## src/rtl/cfgp_regs.vh

```
`ifndef CFGP_REGS_VH
`define CFGP_REGS_VH

// ****************************************************************
// test port widths and instruction codes
// ****************************************************************
`define CFGP_IR_W 6
`define CFGP_DR_W 8
`define CFGP_IR_BYPASS 6'h3F
`define CFGP_IR_USER 6'h02
`define CFGP_IR_CAPTURE 6'h01

// ****************************************************************
// reset values of the pin side
// ****************************************************************
`define CFGP_DONE_OUT_RST 1'h0
`define CFGP_DONE_OE_RST 1'h1
`define CFGP_TDO_RST 1'h0
`define CFGP_TDO_OE_RST 1'h0
`define CFGP_DR_RST 8'h00

// ****************************************************************
// timing counts in clk cycles and test clock rises
// ****************************************************************
`define CFGP_SYNC_STAGES 2
`define CFGP_TLR_TMS_HIGH 5

`endif

```

## src/rtl/cfgp_tap.v

```verilog
`timescale 1ns/1ns
`include "cfgp_regs.vh"

module cfgp_tap (
  // clock and reset
  input wire clk,
  input wire reset_n,
  // test clock rising edge strobe and sampled mode select
  input wire step,
  input wire tms,
  // current controller state and decodes of it
  output reg [3:0] state_reg,
  output wire in_tlr,
  output wire in_capture_ir,
  output wire in_shift_ir,
  output wire in_update_ir,
  output wire in_capture_dr,
  output wire in_shift_dr,
  output wire in_update_dr
);

  // ****************************************************************
  // state codes
  // ****************************************************************
  localparam [3:0] ST_EX2DR = 4'h0;
  localparam [3:0] ST_EX1DR = 4'h1;
  localparam [3:0] ST_SHDR = 4'h2;
  localparam [3:0] ST_PAUSEDR = 4'h3;
  localparam [3:0] ST_SELIR = 4'h4;
  localparam [3:0] ST_UPDR = 4'h5;
  localparam [3:0] ST_CAPDR = 4'h6;
  localparam [3:0] ST_SELDR = 4'h7;
  localparam [3:0] ST_EX2IR = 4'h8;
  localparam [3:0] ST_EX1IR = 4'h9;
  localparam [3:0] ST_SHIR = 4'hA;
  localparam [3:0] ST_PAUSEIR = 4'hB;
  localparam [3:0] ST_RTI = 4'hC;
  localparam [3:0] ST_UPIR = 4'hD;
  localparam [3:0] ST_CAPIR = 4'hE;
  localparam [3:0] ST_TLR = 4'hF;

  reg [3:0] state_next;

  // sixteen state walk; any state reaches reset after five high steps
  always @* begin
    case (state_reg)
      ST_TLR: state_next = tms ? ST_TLR : ST_RTI;
      ST_RTI: state_next = tms ? ST_SELDR : ST_RTI;
      ST_SELDR: state_next = tms ? ST_SELIR : ST_CAPDR;
      ST_CAPDR: state_next = tms ? ST_EX1DR : ST_SHDR;
      ST_SHDR: state_next = tms ? ST_EX1DR : ST_SHDR;
      ST_EX1DR: state_next = tms ? ST_UPDR : ST_PAUSEDR;
      ST_PAUSEDR: state_next = tms ? ST_EX2DR : ST_PAUSEDR;
      ST_EX2DR: state_next = tms ? ST_UPDR : ST_SHDR;
      ST_UPDR: state_next = tms ? ST_SELDR : ST_RTI;
      ST_SELIR: state_next = tms ? ST_TLR : ST_CAPIR;
      ST_CAPIR: state_next = tms ? ST_EX1IR : ST_SHIR;
      ST_SHIR: state_next = tms ? ST_EX1IR : ST_SHIR;
      ST_EX1IR: state_next = tms ? ST_UPIR : ST_PAUSEIR;
      ST_PAUSEIR: state_next = tms ? ST_EX2IR : ST_PAUSEIR;
      ST_EX2IR: state_next = tms ? ST_UPIR : ST_SHIR;
      ST_UPIR: state_next = tms ? ST_SELDR : ST_RTI;
      default: state_next = ST_TLR;
    endcase
  end

  // moves only on a test clock rising edge or on reset_n, never on the configuration reset pin
  always @(posedge clk) begin
    if (!reset_n) begin
      state_reg <= ST_TLR;
    end else if (step) begin
      state_reg <= state_next;
    end
  end

  // decodes of the state the next edge acts in
  assign in_tlr = (state_reg == ST_TLR);
  assign in_capture_ir = (state_reg == ST_CAPIR);
  assign in_shift_ir = (state_reg == ST_SHIR);
  assign in_update_ir = (state_reg == ST_UPIR);
  assign in_capture_dr = (state_reg == ST_CAPDR);
  assign in_shift_dr = (state_reg == ST_SHDR);
  assign in_update_dr = (state_reg == ST_UPDR);

endmodule

```

## src/rtl/cfgp_top.v

```verilog
`timescale 1ns/1ns
`include "cfgp_regs.vh"

// Summary of operation
// - completion pin shows 1 once configured, 0 while not configured.
// - low on configuration reset input asynchronously asserts chip reset and clears configuration, completion pin and suspend.
// - configuration reset pulse never moves the test port state machine.
// - data in is taken on test clock rise into selected register.
// - data out changes on test clock fall from selected register.
// - data out is driven only while shifting, otherwise released.
// - test port state advances by mode select on each clock rise.
// - undriven mode select or data in reads as high.
// - suspend request input puts the device into suspend mode once configured.
module cfgp_top #(
  parameter IR_W = `CFGP_IR_W,
  parameter DR_W = `CFGP_DR_W
) (
  // clock and synchronous reset
  input wire clk,
  input wire reset_n,
  // configuration reset pin, active low, asynchronous
  input wire prog_n,
  // configuration engine status and completion pin mode
  input wire cfg_complete,
  input wire done_drive_active,
  // completion pin, split into its three signals
  input wire done_in,
  output reg done_out_reg,
  output reg done_oe_reg,
  output reg done_seen_reg,
  // chip wide reset towards the fabric
  output reg chip_rst_reg,
  // test port pins; drv inputs tell whether the far side drives
  input wire tck,
  input wire tms_in,
  input wire tms_drv,
  input wire tdi_in,
  input wire tdi_drv,
  output reg tdo_reg,
  output reg tdo_oe_reg,
  // user test data register, parallel sides
  input wire [DR_W-1:0] user_capture,
  output reg [DR_W-1:0] user_update_reg,
  output wire [3:0] tap_state,
  // suspend pin and mode
  input wire suspend_in,
  output reg suspend_reg
);

  // ****************************************************************
  // pin synchronisers
  // ****************************************************************
  localparam SW = 7;
  localparam I_TCK = 0;
  localparam I_TMS = 1;
  localparam I_TMSD = 2;
  localparam I_TDI = 3;
  localparam I_TDID = 4;
  localparam I_DONE = 5;
  localparam I_SUSP = 6;

  reg [SW-1:0] sync1_reg;
  reg [SW-1:0] sync2_reg;
  reg tck_prev_reg;
  wire [SW-1:0] pins;
  wire tck_rise;
  wire tck_fall;
  wire tms_eff;
  wire tdi_eff;

  assign pins = {suspend_in, done_in, tdi_drv, tdi_in, tms_drv, tms_in, tck};

  // two stages for every pin; all pins share the same depth so they align
  always @(posedge clk) begin
    if (!reset_n) begin
      sync1_reg <= {SW{1'b0}};
      sync2_reg <= {SW{1'b0}};
      tck_prev_reg <= 1'b0;
    end else begin
      sync1_reg <= pins;
      sync2_reg <= sync1_reg;
      tck_prev_reg <= sync2_reg[I_TCK];
    end
  end

  // edges of the test clock as seen by clk; tck must stay below clk/4
  assign tck_rise = sync2_reg[I_TCK] & ~tck_prev_reg;
  assign tck_fall = ~sync2_reg[I_TCK] & tck_prev_reg;

  // pull-up: a floating input reads as high
  assign tms_eff = sync2_reg[I_TMSD] ? sync2_reg[I_TMS] : 1'b1;
  assign tdi_eff = sync2_reg[I_TDID] ? sync2_reg[I_TDI] : 1'b1;

  // ****************************************************************
  // configuration reset and completion
  // ****************************************************************
  reg prog_s1_reg;
  reg prog_s2_reg;
  reg configured_reg;

  // assert at once, release through two stages so no flop sees a runt
  always @(posedge clk or negedge prog_n) begin
    if (!prog_n) begin
      prog_s1_reg <= 1'b0;
      prog_s2_reg <= 1'b0;
      chip_rst_reg <= 1'b1;
    end else if (!reset_n) begin
      prog_s1_reg <= 1'b0;
      prog_s2_reg <= 1'b0;
      chip_rst_reg <= 1'b1;
    end else begin
      prog_s1_reg <= 1'b1;
      prog_s2_reg <= prog_s1_reg;
      chip_rst_reg <= ~prog_s2_reg;
    end
  end

  // configured state and pin drive; the configuration reset pin clears them without clk
  always @(posedge clk or negedge prog_n) begin
    if (!prog_n) begin
      configured_reg <= 1'b0;
      done_out_reg <= `CFGP_DONE_OUT_RST;
      done_oe_reg <= `CFGP_DONE_OE_RST;
      suspend_reg <= 1'b0;
    end else if (!reset_n) begin
      configured_reg <= 1'b0;
      done_out_reg <= `CFGP_DONE_OUT_RST;
      done_oe_reg <= `CFGP_DONE_OE_RST;
      suspend_reg <= 1'b0;
    end else begin
      if (chip_rst_reg) begin
        configured_reg <= 1'b0;
      end else if (cfg_complete) begin
        configured_reg <= 1'b1;
      end
      // active mode drives the level, open-drain only pulls low
      if (done_drive_active) begin
        done_out_reg <= configured_reg;
        done_oe_reg <= 1'b1;
      end else begin
        done_out_reg <= 1'b0;
        done_oe_reg <= ~configured_reg;
      end
      // suspend honoured only once configured, so power-up level is moot
      suspend_reg <= sync2_reg[I_SUSP] & configured_reg;
    end
  end

  // wire level of the completion pin, fed back for the fabric
  always @(posedge clk) begin
    if (!reset_n) begin
      done_seen_reg <= 1'b0;
    end else begin
      done_seen_reg <= sync2_reg[I_DONE];
    end
  end

  // ****************************************************************
  // test access port controller
  // ****************************************************************
  wire t_tlr;
  wire t_cap_ir;
  wire t_sh_ir;
  wire t_up_ir;
  wire t_cap_dr;
  wire t_sh_dr;
  wire t_up_dr;

  // driven by tck edges and reset_n only; prog_n is not connected here
  cfgp_tap u_tap (
    .clk(clk),
    .reset_n(reset_n),
    .step(tck_rise),
    .tms(tms_eff),
    .state_reg(tap_state),
    .in_tlr(t_tlr),
    .in_capture_ir(t_cap_ir),
    .in_shift_ir(t_sh_ir),
    .in_update_ir(t_up_ir),
    .in_capture_dr(t_cap_dr),
    .in_shift_dr(t_sh_dr),
    .in_update_dr(t_up_dr)
  );

  // ****************************************************************
  // instruction and data registers
  // ****************************************************************
  reg [IR_W-1:0] ir_sh_reg;
  reg [IR_W-1:0] ir_reg;
  reg [DR_W-1:0] dr_sh_reg;
  reg bypass_reg;

  // user register is selected by its own code; others fall to bypass
  function sel_user;
    input [IR_W-1:0] ir;
    begin
      sel_user = (ir == `CFGP_IR_USER);
    end
  endfunction

  // capture, shift and update act in the state left by this rise
  always @(posedge clk) begin
    if (!reset_n) begin
      ir_sh_reg <= {IR_W{1'b0}};
      ir_reg <= `CFGP_IR_BYPASS;
      dr_sh_reg <= `CFGP_DR_RST;
      bypass_reg <= 1'b0;
      user_update_reg <= `CFGP_DR_RST;
    end else if (tck_rise) begin
      if (t_tlr) begin
        ir_reg <= `CFGP_IR_BYPASS;
      end
      if (t_cap_ir) begin
        ir_sh_reg <= `CFGP_IR_CAPTURE;
      end
      if (t_sh_ir) begin
        ir_sh_reg <= {tdi_eff, ir_sh_reg[IR_W-1:1]};
      end
      if (t_up_ir) begin
        ir_reg <= ir_sh_reg;
      end
      if (t_cap_dr) begin
        bypass_reg <= 1'b0;
        if (sel_user(ir_reg)) begin
          dr_sh_reg <= user_capture;
        end
      end
      if (t_sh_dr) begin
        if (sel_user(ir_reg)) begin
          dr_sh_reg <= {tdi_eff, dr_sh_reg[DR_W-1:1]};
        end else begin
          bypass_reg <= tdi_eff;
        end
      end
      if (t_up_dr && sel_user(ir_reg)) begin
        user_update_reg <= dr_sh_reg;
      end
    end
  end

  // ****************************************************************
  // serial output
  // ****************************************************************
  // updated on the fall so the far side samples a settled bit on the rise
  always @(posedge clk) begin
    if (!reset_n) begin
      tdo_reg <= `CFGP_TDO_RST;
      tdo_oe_reg <= `CFGP_TDO_OE_RST;
    end else if (tck_fall) begin
      if (t_sh_ir) begin
        tdo_reg <= ir_sh_reg[0];
      end else if (sel_user(ir_reg)) begin
        tdo_reg <= dr_sh_reg[0];
      end else begin
        tdo_reg <= bypass_reg;
      end
      tdo_oe_reg <= t_sh_ir | t_sh_dr;
    end
  end

endmodule

```

## config.mk

```make
export PLATFORM = sky130hd
export DESIGN_NAME = cfgp_top
export DESIGN_NICKNAME = d
export VERILOG_FILES = /design/src/rtl/cfgp_tap.v /design/src/rtl/cfgp_top.v
export VERILOG_INCLUDE_DIRS = /design/src /design/src/rtl
export SDC_FILE = /design/constraint.sdc
export NUM_CORES = 1
export LEC_CHECK = 0
export BUFFER_PORTS_ARGS = -buffer_cell sky130_fd_sc_hd__buf_2
export CAP_MARGIN = 10
export CORE_MARGIN = 8
export CORE_UTILIZATION = 25
export CTS_BUF_LIST = sky130_fd_sc_hd__clkbuf_4 sky130_fd_sc_hd__clkbuf_8
export DETAILED_ROUTE_END_ITERATION = 7
export PLACE_DENSITY = 0.4
export SETUP_SLACK_MARGIN = 0.3
export SYNTH_ARGS = -nofsm -noshare
export SYNTH_HDL_FRONTEND = slang
export SYNTH_SLANG_ARGS = --single-unit
```

## constraint.sdc

```tcl
create_clock -name clk -period 2.6 [get_ports clk]
set_input_delay 0.52 -clock clk [delete_from_list [all_inputs] [get_ports clk]]
set_output_delay 0.52 -clock clk [all_outputs]
set_load 0.005 [all_outputs]
```

# Word level (Yosys, flattened, before mapping)
# Index checks and enable logic that the tools add are counted.
# word_totals
reg_bits	58
input_bits	20
output_inout_bits	19
elab_cells	93
# op_classes
eq_ne	17
mux	39
n_bitwise	8
n_reduce_logical	10
# ops
cell	count
case mux 4 bit (12 select lines)	1
equality test 4 bit (second input constant)	8
2-to-1 mux 8 bit	4
2-to-1 mux 6 bit	4
2-to-1 mux 1 bit	19
equality test 4 x 3 -> 1 bit (second input constant)	4
2-to-1 mux 2 bit	6
2-to-1 mux 3 bit	4
equality test 4 x 2 -> 1 bit (second input constant)	2
equality test 6 x 2 -> 1 bit (second input constant)	1
AND reduction 2 bit	3
equality test 4 x 1 -> 1 bit (second input constant)	1
zero test 4 bit	1
2-to-1 mux 4 bit	1
inverter 1 bit	4
nonzero test 2 bit	2
OR reduction 2 bit	2
bitwise AND 1 bit	3
!= test 3 x 1 -> 1 bit (second input constant)	1
OR reduction 3 bit	1
logical AND 1 bit	1
bitwise OR 1 bit	1

# Longest topological paths before layout
# logic_depth
ltp_word	5
depth_mapped	6
mapped_depth_nobuf	4

# Hierarchy
# A second synthesis with hierarchy kept.
# unflattened
cells_unflattened	234
area_unflattened_um2	2289.7
# modules_own_cells
mod	n_inst	cells_each	area_per_inst_um2	seq_area_each_um2
cfgp_top	1	191	1950.6	1118.6
cfgp_tap	1	43	339.1	80.1

# Least setup slack after synthesis
# No wires, ideal clock.
# synth_timing
path_kind	register to register
start	register ir_reg[5]
end	register user_update_reg[7]
setup_ns	0.128
arrival_ns	1.735
required_ns	2.472
path_slack_ns	0.737
stages_incl_launch_ff	6
n_path_buf	1
period_less_slack_ns	1.863
path_cell_list	dfxtp_1 or4b_4 or4_1 buf_6 mux2i_1 nor2_1
# synth_between
elab_chain_cells	3
# synth_rtl
item	line	source
start: declaration	cfgp_top.v:189	reg [IR_W-1:0] ir_reg;
start signal: assignment	cfgp_top.v:205	ir_reg <= `CFGP_IR_BYPASS;
start signal: assignment	cfgp_top.v:211	ir_reg <= `CFGP_IR_BYPASS;
start signal: assignment	cfgp_top.v:220	ir_reg <= ir_sh_reg;
equality test 6 x 2 -> 1 bit (no line)	-	
logical AND 1 bit	cfgp_top.v:235	if (t_up_dr && sel_user(ir_reg)) begin
AND reduction 2 bit (no line)	-	
end signal: assignment	cfgp_top.v:208	user_update_reg <= `CFGP_DR_RST;
end signal: assignment	cfgp_top.v:236	user_update_reg <= dr_sh_reg;
end: declaration	cfgp_top.v:43	output reg [DR_W-1:0] user_update_reg,
# Every way passes these cells.
# A chain may end at the register's enable or synchronous reset.

# Final worst setup path
# layout_timing
start	register u_tap.state_reg[3]
end	register user_update_reg[1]
# layout_between
elab_chain_cells	3
# layout_rtl
item	line	source
start: declaration	cfgp_tap.v:12	output reg [3:0] state_reg,
start signal: assignment	cfgp_tap.v:72	state_reg <= state_next;
equality test 4 x 3 -> 1 bit	cfgp_tap.v:83	assign in_update_dr = (state_reg == ST_UPDR);
logical AND 1 bit	cfgp_top.v:235	
AND reduction 2 bit (no line)	-	
# Every way passes these cells.

==> metrics <==
outcome=complete, no violations; prevailing post-synth register cell=dfxtp_1; syn nets=253; area delta synth->final=22.72%; Slew HR=64.71%; P_int=1.446 mW; Comb pwr share=5.6%; Residual DRC=0; final weighted congestion in routability-driven placement=0.7036; Final Hold Viols=0; startpoint types=flop; die height=110.8 µm; Die ar.=12280 µm²; P per Cell Area=679.3 nW/µm²; Post-Layout Cell Count=386; Cell Area, Placed=2542 µm²; Max clock buf depth=2; CTS Buf Count=9; Mapped Cells=233; P_leak=1.212 nW; Mapped Avg Cell Area=9.644 µm²; layout cells sized above 1=23.74%; worst hold path type=reg -> reg; WS Path Type=reg -> reg; vias in the first global route=1735; number of vias per cell=4.440; Data required, critical path=2.81 ns; Final setup viols=0; crit path max fanout=13; Post-Synth Adder-Cell Area=0%; Fin Setup TNS=0 ns; grt ovf=0; CTS root buf=clkbuf_8; IO Count=39; DRT iter0 DRCs=132; post-synthesis cell type count=39; Via Count=1714; antenna violations before repair=0; final worst path period share=82.94%; largest net degree at the start of global routing=27; Total Routed Length=5.023 mm; FP Rows=34; H-tree levels=3; post-CTS setup buffers=0; clock tree from TritonCTS=built; Synth Area in Simple Gates=22.88%; average wire per standard cell=13.01 µm; Nets=293; compound-gate portion of the synthesized area=12.19%; FFs w/ async S/R, synth=12.07%; design area=2758 µm²; clock power share=45.3%; core box area=8721 µm²; Worst Path Arrival=2.36 ns; post-synthesis mux area share=7.572%; Clock Skews=0.009393 ns; Peak VDD IR=0.0002327 V; Post-synth EDFFs=0; largest family of logic cells by synthesized area=simple AND/OR/NAND/NOR gates; Reg power frac=49.0%; synthesized area=2247 µm²; Slew @ Worst Pin=0.5283 ns; #FFs+latches synth=58; clk sinks=58; Die X=110.8 µm; Yosys Warn Count=0; hold_buf cts=1; register area share after synthesis=53.34%; Setup WS post-layout=0.4436 ns; Clock transition at path regs=0.07 ns; CP Capture Type=flop; post-route ant nets=0; # resized after CTS=0; Final Core Density=31.62%; unrepaired setup endpoints after global routing=false; DP Cell Count=369; Power, Total=1.873 mW; fmax=463.7 MHz; dpl hpwl=3.481 mm; gr usage total=8.726%; fin crit period=2.156 ns; Switching Fraction=22.78%; I/O Buffers=38; P_sw=0.4268 mW; initial core utilization=25.77%; xor-xnor portion of the synthesized cell area=0%; Ant. Diodes=0; first-pass GRT wire length=8.700 mm; WHS=0.3731 ns; Initial DRT Pass Iterations=4; Slew Viols, Final=0; dpl ws=0.4257 ns; Clk Latency, worst-skew pair=0.33 ns; max-cap violations=0
synth_stat cells (2+ instances only):
master    number  share of area [%]
a211oi_1       7                2.3
nor3_1         8                1.8
and3_1         5                1.4
nor2_1        31                5.2
a31oi_1        2               0.56
o211ai_1       3                1.0
and2_1        18                5.0
nand3_1        4               0.89
mux2i_1       17                7.6
dfrtp_1        5                5.6
dfxtp_1       51                 45
nand2b_1       4                1.1
nand3b_1       2               0.67
inv_1          3               0.50
dfstp_2        2                2.3
a22oi_1        4                1.3
a21oi_1        4               0.89
buf_6          2                1.0
nand2_1        9                1.5
clkbuf_1      13                2.2
nor2b_1        6                1.7
o21ai_0       16                3.6
power groups by stage:
stage | registers, mW | logic (mW) | clock network [mW]
after CTS | 0.918 | 0.108 | 0.886
after global routing | 0.921 | 0.119 | 0.939
final | 0.918 | 0.106 | 0.849
after global placement | 0.938 | 0.108 | 0
after detailed placement | 0.938 | 0.106 | 0
after floorplan | 0.934 | 0.0681 | 0
worst paths after layout:
kind                                          from            endpoint  slack (ns)  depth (start not counted)
worst min-delay path                   prog_s2_reg        chip_rst_reg        0.37                          1
worst max-delay path            u_tap.state_reg[3]  user_update_reg[1]        0.44                          4
worst min register to register         prog_s2_reg        chip_rst_reg        0.37                          1
worst max register to register  u_tap.state_reg[3]  user_update_reg[1]        0.44                          4
max in group asynchronous                   prog_n        chip_rst_reg        1.84                          2
min in group asynchronous                   prog_n         prog_s1_reg        0.53                          2
cell families (layout without fill, tap and decap cells):
group,Yosys count,in the layout
and+or+nand+nor,95,95
DFF,58,58
AOI/OAI and AO/OA,43,43
buffers and inverters,20,65
muxes,17,17
final cells by class:
type	instances	area [µm²]
fillers	896	5963
clock inverters	4	52.55
flip-flops and latches	58	1199
multi-input cells	155	958.4
inverters	4	15.01
repair buffers	45	245.2
clock buffers	12	152.6
well taps	108	135.1
cell usage in the layout (no fill, tap or decap), drive strengths merged, types with 2 or more instances in the layout:
cell	Yosys	final
a21oi	4	4
dfstp	2	2
a31oi	2	2
nand3	4	4
o21ai	16	16
nand2b	4	4
dfxtp	51	51
a211oi	7	7
nand2	9	9
o211ai	3	3
nand3b	2	2
mux2i	17	17
and2	18	18
a22oi	4	4
inv	3	3
buf	3	44
and3	5	5
dfrtp	5	5
clkinvlp	0	3
nor2	31	31
nor3	8	8
nor2b	6	6
clkbuf	13	12
worst max-delay path, stage by stage, from the launching register on:
cell     delay, ns
dfxtp_1       0.43
or3b_2        0.57
or4_1         0.75
mux2i_1       0.23
nor2_1        0.05
layer usage:
metal  vias to the layer above  global-route usage (%)  part of all wire, %
met5                         -                       0                    0
met4                         0                   3.243                  1.0
met3                         6                   4.383                  5.8
met2                        43                   12.68                   44
met1                       780                   10.72                   50
li1                        885                       -                    -
Note: power is estimated with default switching activity, not from simulation.
